===== src/include/fel_regs.svh =====
// register map, event codes and reset values of the fault and event logger
`ifndef FEL_REGS_SVH
`define FEL_REGS_SVH
`define FEL_DEPTH       10
`define FEL_OFS_CTRL    8'h00
`define FEL_OFS_STATUS  8'h04
`define FEL_OFS_OVHEAT  8'h08
`define FEL_OFS_OVOLT   8'h0C
`define FEL_OFS_UVOLT   8'h10
`define FEL_OFS_ERRLIM  8'h14
`define FEL_OFS_TMO     8'h18
`define FEL_OFS_ALMHIST 2'h1
`define FEL_OFS_WRNHIST 2'h2
`define FEL_OFS_COMHIST 2'h3
`define FEL_CTRL_CLRALM 0
`define FEL_CTRL_CLRWRN 1
`define FEL_CTRL_CLRCOM 2
`define FEL_CTRL_ALMRST 3
`define FEL_WRN_OVHEAT  8'h21
`define FEL_WRN_OVOLT   8'h22
`define FEL_WRN_UVOLT   8'h25
`define FEL_WRN_COMM    8'h84
`define FEL_ALM_COMM    8'h84
`define FEL_ALM_TMO     8'h85
`define FEL_CE_FRAME    8'h84
`define FEL_CE_UNDEF    8'h88
`define FEL_CE_TOOL     8'h89
`define FEL_CE_NVM      8'h8A
`define FEL_CE_RANGE    8'h8C
`define FEL_CE_STATE    8'h8D
`define FEL_OVHEAT_RST  16'hFFFF
`define FEL_OVOLT_RST   16'hFFFF
`define FEL_UVOLT_RST   16'h0000
`define FEL_ERRLIM_RST  8'h00
`define FEL_TMO_RST     32'h0000_0000
`endif


===== src/include/fel_pkg.sv =====
// types and history helpers of the fault and event logger
`include "fel_regs.svh"
package fel_pkg;
   localparam int DEPTH = `FEL_DEPTH;
   typedef logic [7:0]            fel_code_t;
   typedef logic [DEPTH-1:0][7:0] fel_hist_t;
   typedef logic [3:0]            fel_cnt_t;

   // newest entry sits at index 0, the oldest falls off the far end
   function automatic fel_hist_t felShiftIn(input fel_hist_t h, input fel_code_t c);
      return {h[DEPTH-2:0], c};
   endfunction

   // entry count saturates at the depth
   function automatic fel_cnt_t felBump(input fel_cnt_t n);
      return (n == fel_cnt_t'(DEPTH)) ? n : n + 4'h1;
   endfunction
endpackage


===== src/hdl/fel_logger.sv =====
// fault, warning and communication error logger with apb register access
`timescale 1ns/100ps
`include "fel_regs.svh"
// Behaviour
// [RULE1] alarm history keeps up to ten codes, newest first, surviving reset
// [RULE2] host reads alarm history and clears it through registers
// [RULE3] warning output high while any warning cause is present; motion unaffected
// [RULE4] warning output drops by itself once every cause is gone
// [RULE5] temperature above overheat threshold raises warning 21h
// [RULE6] supply above overvoltage raises 22h; below undervoltage raises 25h
// [RULE7] every link error raises warning 84h
// [RULE8] warning history keeps up to ten codes, newest first
// [RULE9] host reads warning history and clears it through registers
// [RULE10] warning history is empty after reset
// [RULE11] communication error log keeps ten codes, newest first, readable
// [RULE12] framing or block check error logs code 84h
// [RULE13] undefined command refused, logs 88h
// [RULE14] command during tool session refused, logs 89h
// [RULE15] command during nvm work, busy flag or nvm fault refused, logs 8Ah
// [RULE16] out of range setting refused, logs 8Ch
// [RULE17] command not executable in present state logs 8Dh
// [RULE18] host reads error log and clears it through registers
// [RULE19] communication error log is empty after reset
// [RULE20] consecutive link errors reaching limit raise alarm 84h
// [RULE21] timeout without valid communication raises alarm 85h
// [RULE22] full history drops oldest entry and stores new code as newest
module fel_logger #(
   parameter int TW = 16,
   parameter int VW = 16
) (
   input  wire logic          core_clk,
   input  wire logic          srst,
   input  wire logic          nvmBlank,
   input  wire logic          psel,
   input  wire logic          penable,
   input  wire logic          pwrite,
   input  wire logic [11:0]   paddr,
   input  wire logic [31:0]   pwdata,
   output logic      [31:0]   prdata,
   output logic               pready,
   output logic               pslverr,
   input  wire logic [TW-1:0] temperature,
   input  wire logic [VW-1:0] supplyVoltage,
   input  wire logic          frameError,
   input  wire logic          bccError,
   input  wire logic          validComm,
   input  wire logic          cmdValid,
   input  wire logic          cmdDefined,
   input  wire logic          toolSession,
   input  wire logic          nvmBusy,
   input  wire logic          internalBusyFlag,
   input  wire logic          nvmFault,
   input  wire logic          cmdInRange,
   input  wire logic          cmdExecutable,
   input  wire logic          alarmValid,
   input  wire logic [7:0]    alarmCode,
   output logic               warningOutput,
   output logic               cmdAccept,
   output logic               cmdRefuse,
   output logic      [7:0]    refuseCode,
   output logic               commAlarm,
   output logic               timeoutAlarm
);
   // ***************************************************************
   // apb slave
   // ***************************************************************
   logic [TW-1:0]          ovheatQ;
   logic [VW-1:0]          ovoltQ, uvoltQ;
   logic [7:0]             errLimQ;
   logic [31:0]            tmoQ;
   fel_pkg::fel_hist_t     almHistQ, wrnHistQ, comHistQ;
   fel_pkg::fel_cnt_t      almCntQ, wrnCntQ, comCntQ;
   logic [3:0]             wrnLvl;
   logic                   commErr, apbDone, wrCtrl;
   logic [31:0]            rdVal;
   logic                   rdErr;

   assign commErr = frameError | bccError;
   assign apbDone = psel & penable & pready;
   assign wrCtrl  = apbDone & pwrite & (paddr[7:0] == `FEL_OFS_CTRL) & (paddr[11:8] == 4'h0);

   // read decode; unmapped or out of range history slots answer with pslverr
   always_comb begin
      rdVal = 32'h0000_0000;
      rdErr = 1'b0;
      if (paddr[11:8] != 4'h0 || paddr[1:0] != 2'h0) begin
         rdErr = 1'b1;
      end else if (paddr[7:6] != 2'h0) begin
         if (paddr[5:2] >= 4'(fel_pkg::DEPTH)) begin
            rdErr = 1'b1;
         end else if (paddr[7:6] == `FEL_OFS_ALMHIST) begin
            rdVal = {24'h00_0000, almHistQ[paddr[5:2]]}; // [RULE2]
         end else if (paddr[7:6] == `FEL_OFS_WRNHIST) begin
            rdVal = {24'h00_0000, wrnHistQ[paddr[5:2]]}; // [RULE9]
         end else begin
            rdVal = {24'h00_0000, comHistQ[paddr[5:2]]}; // [RULE11]
         end
      end else begin
         case (paddr[7:0])
            `FEL_OFS_CTRL:   rdVal = 32'h0000_0000;
            `FEL_OFS_STATUS: rdVal = {10'h000, timeoutAlarm, commAlarm, comCntQ, wrnCntQ,
                                      almCntQ, 3'h0, wrnLvl, warningOutput};
            `FEL_OFS_OVHEAT: rdVal = 32'(ovheatQ);
            `FEL_OFS_OVOLT:  rdVal = 32'(ovoltQ);
            `FEL_OFS_UVOLT:  rdVal = 32'(uvoltQ);
            `FEL_OFS_ERRLIM: rdVal = {24'h00_0000, errLimQ};
            `FEL_OFS_TMO:    rdVal = tmoQ;
            default:         rdErr = 1'b1;
         endcase
      end
   end

   // one wait state: pready rises in the second access cycle, from a flop
   always_ff @(posedge core_clk) begin
      if (srst || !(psel && penable) || pready) begin
         pready  <= 1'b0;
         prdata  <= 32'h0000_0000;
         pslverr <= 1'b0;
      end else begin
         pready  <= 1'b1;
         prdata  <= pwrite ? 32'h0000_0000 : rdVal;
         pslverr <= rdErr;
      end
   end

   // threshold and limit registers, written at the completing edge only
   always_ff @(posedge core_clk) begin
      if (srst) begin
         ovheatQ <= `FEL_OVHEAT_RST;
         ovoltQ  <= `FEL_OVOLT_RST;
         uvoltQ  <= `FEL_UVOLT_RST;
         errLimQ <= `FEL_ERRLIM_RST;
         tmoQ    <= `FEL_TMO_RST;
      end else if (apbDone && pwrite && !pslverr) begin
         case (paddr[7:0])
            `FEL_OFS_OVHEAT: ovheatQ <= pwdata[TW-1:0];
            `FEL_OFS_OVOLT:  ovoltQ  <= pwdata[VW-1:0];
            `FEL_OFS_UVOLT:  uvoltQ  <= pwdata[VW-1:0];
            `FEL_OFS_ERRLIM: errLimQ <= pwdata[7:0];
            `FEL_OFS_TMO:    tmoQ    <= pwdata;
            default:         ;
         endcase
      end
   end

   // ***************************************************************
   // warnings
   // ***************************************************************
   logic [3:0] wrnLvlQ, wrnPendQ, wrnRise, wrnTake;
   fel_pkg::fel_code_t wrnCode;

   // level causes: bit0 overheat, bit1 overvoltage, bit2 undervoltage, bit3 link
   assign wrnLvl[0] = temperature > ovheatQ;   // [RULE5]
   assign wrnLvl[1] = supplyVoltage > ovoltQ;  // [RULE6]
   assign wrnLvl[2] = supplyVoltage < uvoltQ;  // [RULE6]
   assign wrnLvl[3] = commErr;                 // [RULE7]
   assign wrnRise   = wrnLvl & ~wrnLvlQ;

   // output only flags the condition; nothing here touches motor drive
   always_ff @(posedge core_clk) begin
      if (srst) begin
         warningOutput <= 1'b0;
         wrnLvlQ       <= 4'h0;
      end else begin
         warningOutput <= |wrnLvl; // [RULE3] [RULE4]
         wrnLvlQ       <= wrnLvl & 4'h7; // link errors log every event, not edges
      end
   end

   // simultaneous causes queue as pending bits and drain one per cycle
   always_comb begin
      wrnTake = 4'h0;
      wrnCode = `FEL_WRN_OVHEAT;
      if (wrnPendQ[3]) begin
         wrnTake = 4'h8;
         wrnCode = `FEL_WRN_COMM;
      end else if (wrnPendQ[0]) begin
         wrnTake = 4'h1;
         wrnCode = `FEL_WRN_OVHEAT;
      end else if (wrnPendQ[1]) begin
         wrnTake = 4'h2;
         wrnCode = `FEL_WRN_OVOLT;
      end else if (wrnPendQ[2]) begin
         wrnTake = 4'h4;
         wrnCode = `FEL_WRN_UVOLT;
      end
   end

   // new events win over the drain of the same bit
   always_ff @(posedge core_clk) begin
      if (srst) begin
         wrnPendQ <= 4'h0;
      end else begin
         wrnPendQ <= (wrnPendQ & ~wrnTake) | wrnRise;
      end
   end

   // warning history is volatile and emptied by reset
   always_ff @(posedge core_clk) begin
      if (srst) begin
         wrnHistQ <= '0; // [RULE10]
         wrnCntQ  <= 4'h0;
      end else if (wrnTake != 4'h0) begin
         wrnHistQ <= fel_pkg::felShiftIn(wrCtrl && pwdata[`FEL_CTRL_CLRWRN] ? '0 : wrnHistQ,
                                         wrnCode); // [RULE8] [RULE22]
         wrnCntQ  <= wrCtrl && pwdata[`FEL_CTRL_CLRWRN] ? 4'h1 : fel_pkg::felBump(wrnCntQ);
      end else if (wrCtrl && pwdata[`FEL_CTRL_CLRWRN]) begin
         wrnHistQ <= '0; // [RULE9]
         wrnCntQ  <= 4'h0;
      end
   end

   // ***************************************************************
   // command screening and communication error log
   // ***************************************************************
   fel_pkg::fel_code_t ceCode;
   logic               ceRefuse;

   // first failing check decides the refusal code
   always_comb begin
      ceRefuse = 1'b1;
      ceCode   = `FEL_CE_UNDEF;
      if (!cmdDefined) begin
         ceCode = `FEL_CE_UNDEF; // [RULE13]
      end else if (toolSession) begin
         ceCode = `FEL_CE_TOOL; // [RULE14]
      end else if (nvmBusy || internalBusyFlag || nvmFault) begin
         ceCode = `FEL_CE_NVM; // [RULE15]
      end else if (!cmdInRange) begin
         ceCode = `FEL_CE_RANGE; // [RULE16]
      end else if (!cmdExecutable) begin
         ceCode = `FEL_CE_STATE; // [RULE17]
      end else begin
         ceRefuse = 1'b0;
      end
   end

   always_ff @(posedge core_clk) begin
      if (srst) begin
         cmdAccept  <= 1'b0;
         cmdRefuse  <= 1'b0;
         refuseCode <= 8'h00;
      end else begin
         cmdAccept  <= cmdValid & ~ceRefuse;
         cmdRefuse  <= cmdValid & ceRefuse;
         refuseCode <= (cmdValid && ceRefuse) ? ceCode : refuseCode;
      end
   end

   // a damaged frame carries no command, so frame errors take the slot
   logic               comPush;
   fel_pkg::fel_code_t comCode;
   assign comPush = commErr | (cmdValid & ceRefuse);
   assign comCode = commErr ? `FEL_CE_FRAME : ceCode; // [RULE12]

   always_ff @(posedge core_clk) begin
      if (srst) begin
         comHistQ <= '0; // [RULE19]
         comCntQ  <= 4'h0;
      end else if (comPush) begin
         comHistQ <= fel_pkg::felShiftIn(wrCtrl && pwdata[`FEL_CTRL_CLRCOM] ? '0 : comHistQ,
                                         comCode); // [RULE11] [RULE22]
         comCntQ  <= wrCtrl && pwdata[`FEL_CTRL_CLRCOM] ? 4'h1 : fel_pkg::felBump(comCntQ);
      end else if (wrCtrl && pwdata[`FEL_CTRL_CLRCOM]) begin
         comHistQ <= '0; // [RULE18]
         comCntQ  <= 4'h0;
      end
   end

   // ***************************************************************
   // link alarms and alarm history
   // ***************************************************************
   logic [7:0]  errRunQ;
   logic [31:0] tmoCntQ;
   logic        raiseComm, raiseTmo;
   logic [2:0]  almPendQ, almTake;
   fel_pkg::fel_code_t extCodeQ, almCode;

   assign raiseComm = commErr && !commAlarm && errLimQ != 8'h00 && (errRunQ + 8'h01) == errLimQ;
   assign raiseTmo  = !validComm && !timeoutAlarm && tmoQ != 32'h0 && (tmoCntQ + 32'h1) == tmoQ;

   // consecutive error run ends at the next good frame
   always_ff @(posedge core_clk) begin
      if (srst || validComm) begin
         errRunQ <= 8'h00;
      end else if (commErr && errRunQ != 8'hFF) begin
         errRunQ <= errRunQ + 8'h01;
      end
   end

   // silence counter; zero timeout register disables it
   always_ff @(posedge core_clk) begin
      if (srst || validComm || tmoQ == 32'h0 || timeoutAlarm) begin
         tmoCntQ <= 32'h0;
      end else begin
         tmoCntQ <= tmoCntQ + 32'h1;
      end
   end

   // alarm flags hold until the alarm reset bit; raising wins over reset
   always_ff @(posedge core_clk) begin
      if (srst) begin
         commAlarm    <= 1'b0;
         timeoutAlarm <= 1'b0;
      end else begin
         commAlarm    <= raiseComm | (commAlarm & ~(wrCtrl & pwdata[`FEL_CTRL_ALMRST])); // [RULE20]
         timeoutAlarm <= raiseTmo | (timeoutAlarm & ~(wrCtrl & pwdata[`FEL_CTRL_ALMRST])); // [RULE21]
      end
   end

   // pending alarm slots: bit0 external, bit1 link errors, bit2 timeout
   always_comb begin
      almTake = 3'h0;
      almCode = extCodeQ;
      if (almPendQ[1]) begin
         almTake = 3'h2;
         almCode = `FEL_ALM_COMM;
      end else if (almPendQ[2]) begin
         almTake = 3'h4;
         almCode = `FEL_ALM_TMO;
      end else if (almPendQ[0]) begin
         almTake = 3'h1;
      end
   end

   always_ff @(posedge core_clk) begin
      if (srst) begin
         almPendQ <= 3'h0;
         extCodeQ <= 8'h00;
      end else begin
         almPendQ <= (almPendQ & ~almTake) | {raiseTmo, raiseComm, alarmValid};
         extCodeQ <= alarmValid ? alarmCode : extCodeQ;
      end
   end

   // non-volatile image: srst wipes it only when the store reports blank
   always_ff @(posedge core_clk) begin
      if (srst && nvmBlank) begin
         almHistQ <= '0;
         almCntQ  <= 4'h0;
      end else if (srst) begin
         almHistQ <= almHistQ; // [RULE1]
      end else if (almTake != 3'h0) begin
         almHistQ <= fel_pkg::felShiftIn(wrCtrl && pwdata[`FEL_CTRL_CLRALM] ? '0 : almHistQ,
                                         almCode); // [RULE1] [RULE22]
         almCntQ  <= wrCtrl && pwdata[`FEL_CTRL_CLRALM] ? 4'h1 : fel_pkg::felBump(almCntQ);
      end else if (wrCtrl && pwdata[`FEL_CTRL_CLRALM]) begin
         almHistQ <= '0; // [RULE2]
         almCntQ  <= 4'h0;
      end
   end

   // ***************************************************************
   // checks
   // ***************************************************************
   chk_warn_follow: assert property (@(posedge core_clk) disable iff (srst) // [RULE3]
      (|wrnLvl) |=> warningOutput) else $error("warning output missed a cause");
   chk_warn_release: assert property (@(posedge core_clk) disable iff (srst) // [RULE4]
      !(|wrnLvl) ##1 !(|wrnLvl) |-> !warningOutput) else $error("warning output stuck");
   chk_undef_refuse: assert property (@(posedge core_clk) disable iff (srst) // [RULE13]
      cmdValid && !cmdDefined |=> cmdRefuse && refuseCode == `FEL_CE_UNDEF)
      else $error("undefined command not refused");
   chk_busy_refuse: assert property (@(posedge core_clk) disable iff (srst) // [RULE15]
      cmdValid && cmdDefined && !toolSession && (nvmBusy || internalBusyFlag || nvmFault)
      |=> cmdRefuse && refuseCode == `FEL_CE_NVM) else $error("busy command not refused");
   chk_frame_log: assert property (@(posedge core_clk) disable iff (srst) // [RULE12]
      commErr |=> comHistQ[0] == `FEL_CE_FRAME && comCntQ != 4'h0)
      else $error("frame error not logged");
   chk_good_accept: assert property (@(posedge core_clk) disable iff (srst) // [RULE17]
      cmdValid && !ceRefuse |=> cmdAccept && !cmdRefuse) else $error("good command refused");
   chk_com_clear: assert property (@(posedge core_clk) disable iff (srst) // [RULE18]
      wrCtrl && pwdata[`FEL_CTRL_CLRCOM] && !comPush |=> comCntQ == 4'h0)
      else $error("error log not cleared");
   chk_hist_cap: assert property (@(posedge core_clk) disable iff (srst) // [RULE8]
      wrnCntQ <= 4'(fel_pkg::DEPTH) && comCntQ <= 4'(fel_pkg::DEPTH))
      else $error("history count past depth");
   chk_shift_old: assert property (@(posedge core_clk) disable iff (srst) // [RULE22]
      comPush && !wrCtrl |=> comHistQ[1] == $past(comHistQ[0])) else $error("log not shifted");
   chk_comm_alarm: assert property (@(posedge core_clk) disable iff (srst) // [RULE20]
      raiseComm |=> commAlarm && almPendQ[1]) else $error("link alarm not raised");
   chk_apb_wait: assert property (@(posedge core_clk) disable iff (srst)
      psel && penable && !pready |=> pready) else $error("apb answer late");

   cov_refuse: cover property (@(posedge core_clk) disable iff (srst) cmdRefuse);
   cov_wrn_full: cover property (@(posedge core_clk) disable iff (srst)
      wrnCntQ == 4'(fel_pkg::DEPTH) && wrnTake != 4'h0);
   cov_tmo: cover property (@(posedge core_clk) disable iff (srst) $rose(timeoutAlarm));
endmodule


===== config.mk =====
export PLATFORM = sky130hd
export DESIGN_NAME = fel_logger
export DESIGN_NICKNAME = d
export VERILOG_FILES = /design/src/include/fel_pkg.sv /design/src/hdl/fel_logger.sv
export VERILOG_INCLUDE_DIRS = /design/src /design/src/include
export SDC_FILE = /design/constraint.sdc
export NUM_CORES = 1
export LEC_CHECK = 0
export ABC_CLOCK_PERIOD_IN_PS = 9100
export BUFFER_PORTS_ARGS = -buffer_cell sky130_fd_sc_hd__buf_2
export CORE_MARGIN = 2
export CORE_UTILIZATION = 38
export CTS_CLUSTER_SIZE = 12
export DETAILED_ROUTE_END_ITERATION = 7
export PLACE_DENSITY_LB_ADDON = 0.08
export RECOVER_POWER = 100
export SETUP_SLACK_MARGIN = 0.5
export SLEW_MARGIN = 5
export SYNTH_ARGS = -nofsm -noshare
export SYNTH_HDL_FRONTEND = slang
export SYNTH_SLANG_ARGS = --single-unit

===== constraint.sdc =====
create_clock -name core_clk -period 9.1 [get_ports core_clk]
set_input_delay 0 -clock core_clk [delete_from_list [all_inputs] [get_ports core_clk]]
set_output_delay 0 -clock core_clk [all_outputs]
set_load 0.1 [all_outputs]

After elaboration in Yosys (flattened, before gate mapping). Cells that the tools add are included.

Add/subtract/negate cells: 5. $lt $le $gt $ge: 5. Equal/unequal tests: 17. Mux-type cells: 58. Bitwise logic cells: 25. Reduce and logical (&&, ||, !) cells: 53.

Operators with widths (number): two-way mux 80 bit (6); case mux 32 bit (6 select lines) (1); binary-select mux 8 bit (select 4 bit) (3); two-way mux 8 bit (10); two-way mux 4 bit (13); two-way mux 3 bit (13); adder 32 x 1 -> 32 bit, second input constant (1); == test 32 bit (1); greater-than comparator 16 bit (2); zero test 32 bit (1); two-way mux 32 bit (1); nonzero test 32 bit (1); == test 8 x 5 -> 1 bit, second input constant (3); == test 8 x 4 -> 1 bit, second input constant (2); less-than comparator 16 bit (1); AND reduction 2 bit (8); logical AND 1 bit (15); adder 4 x 1 -> 4 bit, second input constant (3); == test 4 bit, second input constant (3); two-way mux 1 bit (11); AND 1 bit (10); nonzero test 2 bit (5); adder 8 x 1 -> 8 bit, second input constant (1); AND 4 bit (2); 26 further kinds (46).

Bits in registers: 446. Input port bits: 102. Output and inout port bits: 47.

Depth between registers and ports, before layout. Gate-level depths: netlist of the first run.

Depth after elaboration: 9. Mapped depth: 10.

Worst setup path before layout of the first run. OpenSTA, ideal clock, no wires.

Kind: reg2reg. Start point: register tmoCntQ[0]. End point: register almPendQ[2]. Arrival time: 2.809 ns. Data required time: 9.041 ns. Path slack: 6.232 ns. Cell stages (with the launch flop): 10. Path buffers: 1. Clock period less this slack: 2.868 ns. Cell sequence: dfxtp_1 -> ha_1 -> and4_2 -> clkbuf_1 -> a41oi_1 -> a311o_1 -> or4_1 -> or4_1 -> nor4_2 -> a31o_1.

Longest elaborated chain between the ends: 4.

Ends and longest elaborated chain: from (decl) (RTL line fel_logger.sv:274) `logic [31:0] tmoCntQ;`; from (signal assigned) (RTL line fel_logger.sv:296) `tmoCntQ <= tmoCntQ + 32'h1;`; adder 32 x 1 -> 32 bit (RTL line fel_logger.sv:280) `assign raiseTmo = !validComm && !timeoutAlarm && tmoQ != 32'h0 && (tmoCntQ + 32'h1) == tmoQ;`; == test 32 bit (RTL line fel_logger.sv:280); logical AND 1 bit (RTL line fel_logger.sv:280); bitwise OR 3 bit (RTL line fel_logger.sv:331) `almPendQ <= (almPendQ & ~almTake) | {raiseTmo, raiseComm, alarmValid};`; to (signal assigned) (RTL line fel_logger.sv:331); to (decl) (RTL line fel_logger.sv:276) `logic [2:0] almPendQ, almTake;`.

No other way between the ends. A chain may end at the register's enable or synchronous reset.

Worst setup path in the final report of the first run.
Start point: input srst. End point: register almHistQ[22] in the netlist's numbering.

Longest elaborated chain between the ends: 1.

Ends and longest elaborated chain: from (decl) (RTL line fel_logger.sv:32) `input wire logic srst,`; logical AND 1 bit (RTL line fel_logger.sv:338) `if (srst && nvmBlank) begin`; to (signal assigned) (RTL line fel_logger.sv:342) `almHistQ <= almHistQ;`; to (signal assigned) (RTL line fel_logger.sv:344) `` almHistQ <= fel_pkg::felShiftIn(wrCtrl && pwdata[`FEL_CTRL_CLRALM] ? '0 : almHistQ, ``; to (decl) (RTL line fel_logger.sv:71) `fel_pkg::fel_hist_t almHistQ, wrnHistQ, comHistQ;`.

Several ways; a longest one is shown, not always the timed one.

==> results of run 1 <==
logic make-up (layout without fill, tap and decap cells):
| group | Yosys count | count (layout) | synth area share |
|---|---|---|---|
| AO/OA/AOI/OAI | 539 | 539 | 0.174 |
| XOR/XNOR | 57 | 57 | 0.0264 |
| adder cells (fa/ha/maj) | 55 | 55 | 0.0344 |
| buffers and inverters | 234 | 409 | 0.0462 |
| flip-flops | 441 | 441 | 0.441 |
| multiplexers | 115 | 115 | 0.0875 |
| other | 1 | 3 | 0.000187 |
| AND/OR/NAND/NOR | 853 | 853 | 0.190 |
layer usage:
metal  vias to the layer above  share of wire  track usage
met3                       121          0.048       0.0339
met4                         0          0.035       0.0860
met2                       436           0.47        0.369
li1                       8397              -            -
met5                         -              0            0
met1                      8370           0.45        0.289
report_power, final:
part / internal, mW / switching (mW)
logic: 0.0923 / 0.186
clock network: 1.30 / 0.829
registers: 1.95 / 0.0173
total: 3.34 / 1.03
through the flow:
stage	cells	hold WS, ns	utilization	instance area (um2)	setup slack, ns
finish	3160	0.0754	0.451	23600	3.18
global route	3160	0.0741	0.451	23600	2.64
CTS	3160	0.0185	0.453	23700	5.40
detailed placement	2993	0.246	0.405	21200	5.50
global placement	2993	0.234	0.405	21200	5.57
floorplan	2297	0.0943	-	20000	6.23
worst paths after layout:
check / to / cells after the start
max: almHistQ[22] / 7
min reg2reg: wrnHistQ[73] / 2
min: wrnLvlQ[1] / 4
max reg2reg: tmoQ[16] / 8
worst register-to-register path, stage by stage (launching register included):
cell	delay, ns
dfxtp_1	0.32
nand4_1	0.35
nor2_2	0.18
buf_4	0.26
nand2_1	0.09
clkbuf_1	1.31
nand2_1	0.15
a21oi_1	0.19
dlygate4sd3_1	0.55
cells in the final DEF (no fill, tap or decap), types with 28 or more instances in the layout:
master / netlist / routed
a22oi_1: 37 / 37
dfxtp_1: 441 / 441
ha_1: 55 / 55
inv_1: 71 / 72
xnor2_1: 28 / 28
nand4_1: 36 / 36
a21oi_1: 246 / 245
mux2i_1: 67 / 67
mux4_2: 48 / 48
buf_2: 7 / 98
o21ai_0: 34 / 36
a22o_1: 69 / 69
clkbuf_16: 0 / 51
o211ai_1: 32 / 32
clkbuf_1: 122 / 61
nand2_1: 471 / 468
dlygate4sd3_1: 0 / 74
nand3_1: 56 / 56
nor2_1: 139 / 136
flip-flops by register name (all words and copies together), names as in the netlist, 8 cells and up:
register,flops
almHistQ,80
comHistQ,80
errLimQ,8
errRunQ,8
extCodeQ,8
ovheatQ,16
ovoltQ,16
prdata,32
tmoCntQ,32
tmoQ,32
uvoltQ,16
wrnHistQ,80
what timing repair did:
action / in CTS / in global routing
hold buffers: 74 / 0
setup buffers: 0 / 0
hold endpoints to repair: 136 / 0
cell type report:
cell class | count | area [um2]
Clock buffer | 75 | 1540
Clock inverter | 18 | 221
Fill cell | 5168 | 28700
Inverter | 73 | 274
Multi-Input combinational cell | 1622 | 10300
Sequential cell | 441 | 8830
Tap cell | 688 | 861
Timing Repair Buffer | 243 | 1560
==> impl_results.md, run 1 <==
- Status: finished with violations
- Failing checks: capacitance limit, slew limit
- Rows: 84
- Final setup viols: 0
- Most common cell on crit path: clkbuf_1
- Die area: 54500 um2
- Reg2reg setup slack: 5.63 ns
- Area grow syn2layout: 17.9%
- Total iterations of the first detailed-routing run: 5
- Worst Hold Class: input port to flop
- CP max-delay cell: clkbuf_1
- Wirelength per Cell: 19.5 um
- Synth top area share: 0.441
- GR Overflow Total: 0
- Ranking of synthesized cells by area: dfxtp_1 44%, nand2_1 8.8%, a21oi_1 6.2%, mux4_2 5.4%, ha_1 3.4%
- Diodes inserted: 0
- Final hold viol count: 0
- Unrepaired setup endpoints after global routing: no
- Tmin final: 5.92 ns
- Number of global-route vias before repair: 16600
- Htree depth: 2
- Register area share after synthesis: 0.441
- CP Cell Sequence: dlygate4sd3_1, clkbuf_1, clkbuf_1, inv_1, o21ai_0, buf_4, a22o_1
- Via count: 17300
- Layout cell share with drive strength beyond 1: 0.110
- Relative slew slack: -1.22
- IO Pins: 149
- Main synth FF type: dfxtp_1
- Fin nets: 2588
- Vias per cell: 5.48
- YS warnings: 0
- Synthesized flop and latch total: 441
- Delay-heaviest family, CP: buffers and inverters
- Port Buf Inserts: 145
- WP data required: 9.62 ns
- Crit Path Class: input port to flop
- Die W: 234 um
- # DRC: 0
- Worst skew pair latency: 0.59 ns
- CP bufs+invs: 5
- Cell taking the most area after synthesis: dfxtp_1
- GRT Overall Usage: 0.222
- Iter 0 DRT Violations: 1432
- PwrDens: 185 nW/um2
- Max incr delay on CP: 2.37 ns
- Worst Max-Slew Pin Slew: 3.33 ns
- Cell count after synthesis: 2295
- Worst r2r src: pready
- Resize count post-CTS: 0
- VDD IR-drop max: 123 uV
- Most frequent cell after synthesis: nand2_1
- Final Max Tran Viols: 223
- Core area: 52300 um2
- Final HPWL from detailed placement: 41.7 mm
- CP startpoint: srst
- Crit. End Element: flop
- TNS Setup: 0 ns
- Final ANT Viol Nets: 0
- Hold_sp: supplyVoltage[15]
- Initial antenna violation count: 1
- Routability cong.: 0.888
- Initial Util: 0.382
- Leak: 8.71 nW
- Die height: 234 um
- Yosys cell types: 73
- Clk sinks: 441
- EDFF count, synth: 0
- Final wirelength: 61.7 mm
- Clock tree buffer depth: 3
- Most common library cells after synthesis: 471 x nand2_1, 441 x dfxtp_1, 246 x a21oi_1, 139 x nor2_1, 122 x clkbuf_1
- CTS tree: yes
- Critical Path AT: 6.44 ns
- Max Clock Freq: 169 MHz
- Final worst-path cycle share: 0.650
- Setup crit start kind: input port
- Worst-path clk slew: 0.06 ns
- Total Power: 4.38 mW
- Post-Synthesis Cell Area: 20000 um2
- Max-cap viol count: 6
- Clock Root Buffer: clkbuf_16
- Final worst clock skew: 0.0174 ns
- Largest net degree at the start of global routing: 78
- First-pass GRT wire length: 94.5 mm
- Fraction of registers with async set/reset: 0
- Synth Area per Inst: 8.72 um2
- Num CTS Buffers: 50
- Max FO, Critical Path: 68
Note: power is estimated with default switching activity, not from simulation.
==> run 2, diff against run 1 <==
--- a/config.mk
+++ b/config.mk
@@ -6,7 +6,7 @@
 export SDC_FILE = /design/constraint.sdc
 export NUM_CORES = 1
 export LEC_CHECK = 0
-export ABC_CLOCK_PERIOD_IN_PS = 9100
+export ABC_CLOCK_PERIOD_IN_PS = 5980
 export BUFFER_PORTS_ARGS = -buffer_cell sky130_fd_sc_hd__buf_2
 export CORE_MARGIN = 2
 export CORE_UTILIZATION = 38
==> constraint.sdc (replaced) <==
create_clock -name core_clk -period 5.98 [get_ports core_clk]
set_input_delay 0 -clock core_clk [delete_from_list [all_inputs] [get_ports core_clk]]
set_output_delay 0 -clock core_clk [all_outputs]
set_load 0.1 [all_outputs]
==> run 2 against run 1 <==
The run still ends with capacitance limit, slew limit left. Global-route usage barely moved. Critical path depth rose by 2. Die area did not move. Final cell count rose by 0.25%. Combinational power rose by 53%. Register-to-register slack got worse by 3.3 ns. Clock power rose by 51%. Flip-flop and latch count did not move. Clock skew rose by 0.0059 ns. Non-clock buffer count rose by 12. Count of clock-buffer cells in the layout did not move. First-iteration DRC count fell by 8.2%.
==> impl_results.md, run 2 (same netlist as run 1, synthesis figures left out) <==
- Die area: 54500 um2
- VDD IR-drop max: 211 uV
- Final hold viol count: 0
- Final worst clock skew: 0.0234 ns
- Commonest non-fill, non-tap cell in the layout: nand2_1
- IO Pins: 149
- TNS Setup: 0 ns
- Worst R2R Path Depth: 8
- Die height: 234 um
- Area grow syn2layout: 18.3%
- Num CTS Buffers: 50
- Worst r2r src: pready
- Via count: 17300
- Max FO, Critical Path: 43
- Crit Path Class: input port to flop
- Reg2reg setup slack: 2.31 ns
- # DRC: 0
- Top Registers: almHistQ (80), comHistQ (80), wrnHistQ (80)
- Max-cap viol count: 5
- Status: finished with violations
- Leak: 8.77 nW
- Final HPWL from detailed placement: 41.4 mm
- Iter 0 DRT Violations: 1315
- Worst hold stages: 5
- First-pass GRT wire length: 95.4 mm
- Wirelength per Cell: 19.4 um
- Resize count post-CTS: 0
- CP max-delay cell: clkbuf_1
- Worst skew pair latency: 0.60 ns
- Routability cong.: 0.898
- Die W: 234 um
- Port Buf Inserts: 145
- Most common cell on crit path: clkbuf_1
- Final ANT Viol Nets: 0
- Failing checks: capacitance limit, slew limit
- Layout cell share with drive strength beyond 1: 0.107
- Unrepaired setup endpoints after global routing: no
- Worst Max-Slew Pin Slew: 2.15 ns
- R2r endpoint: tmoQ[28]
- Critical Path AT: 5.19 ns
- Crit. End Element: flop
- Final worst-path cycle share: 0.786
- Final setup viols: 0
- Relative slew slack: -0.431
- WP data required: 6.47 ns
- GRT Overall Usage: 0.222
- Hold Slack: 0.0273 ns
- Rows: 84
- GR Overflow Total: 0
- Setup crit start kind: input port
- Initial antenna violation count: 0
- Largest net degree at the start of global routing: 75
- Hold Crit Endpoint: refuseCode[1]
- Clock tree buffer depth: 3
- CP startpoint: srst
- CTS tree: yes
- Hold_sp: nvmFault
- Number of global-route vias before repair: 16700
- Most frequent cells in the layout: 470 x nand2_1, 441 x dfxtp_1, 245 x a21oi_1
- Fin nets: 2600
- Htree depth: 2
- Clock Root Buffer: clkbuf_16
- Total iterations of the first detailed-routing run: 5
- Clk sinks: 441
- Initial Util: 0.382
- Max incr delay on CP: 1.64 ns
- Tmin final: 4.70 ns
- Max Clock Freq: 213 MHz
- Vias per cell: 5.46
- Worst-path clk slew: 0.06 ns
- PwrDens: 280 nW/um2
- CP Cell Sequence: dlygate4sd3_1, buf_4, clkbuf_1, clkbuf_1, a21o_1, a21oi_1, nand2_1, xor2_1, nor2_1
- Worst Hold Class: input port to flop
- Core area: 52300 um2
- Final wirelength: 61.4 mm
- Final Max Tran Viols: 184
-- run 2: cell types whose count changed in the layout (fill, tap and decap cells not counted), sizes merged --
cell	before	now
bufinv	5	4
clkinv	11	8
clkinvlp	1	0
diode	0	2
dlygate4sd3	74	86
inv	74	73
-- run 2: critical path: cells and delay by family --
family          cells  cell delay, ns
compound gates      2            0.78
buf+inv             4            4.03
simple gates        2            0.20
xor+xnor            1            0.17
-- run 2: report_power, final --
part	switching (mW)	internal, mW	total (mW)
combinational	0.284	0.140	0.424
sequential	0.0255	2.96	2.99
clock	1.25	1.96	3.21
-- run 2: repair_timing --
item,CTS,global route
setup buffers,0,0
hold buffers,86,0
endpoints found under the hold margin,162,0
-- run 2: worst max-delay path by stage --
stage	cells after the start	endpoint
6_report	9	almCntQ[2]
5_1_grt	9	almCntQ[2]
4_1_cts	13	prdata[4]
3_5_place_dp	9	almCntQ[2]
3_3_place_gp	8	almPendQ[2]
2_1_floorplan	9	almPendQ[2]
-- run 2: layout make-up --
| class | count | area [um2] |
|---|---|---|
| tap | 688 | 861 |
| clock buffer | 75 | 1560 |
| timing repair buffer | 255 | 1680 |
| fill | 5105 | 28700 |
| sequential | 441 | 8830 |
| inverter | 73 | 274 |
| clock inverter | 12 | 160 |
| antenna | 2 | 5.00 |
| multi-input combinational | 1622 | 10300 |
-- run 2: layer usage --
metal  GRT usage  routed length, um  part of all wire
met1       0.289              27500              0.45
met3      0.0354               3150             0.051
met2       0.383              29400              0.48
met5           0                  0                 0
met4      0.0583               1350             0.022
-- run 2: per-stage QoR --
stage	total power, mW	cells	area (um2)	worst slack (ns)	utilization
6_report	6.62	3168	23700	1.28	0.453
5_1_grt	6.86	3166	23700	0.961	0.452
4_1_cts	6.70	3166	23800	2.20	0.455
3_5_place_dp	3.44	2993	21200	2.68	0.405
3_3_place_gp	3.44	2993	21200	2.78	0.405
2_1_floorplan	3.29	2297	20000	3.11	-
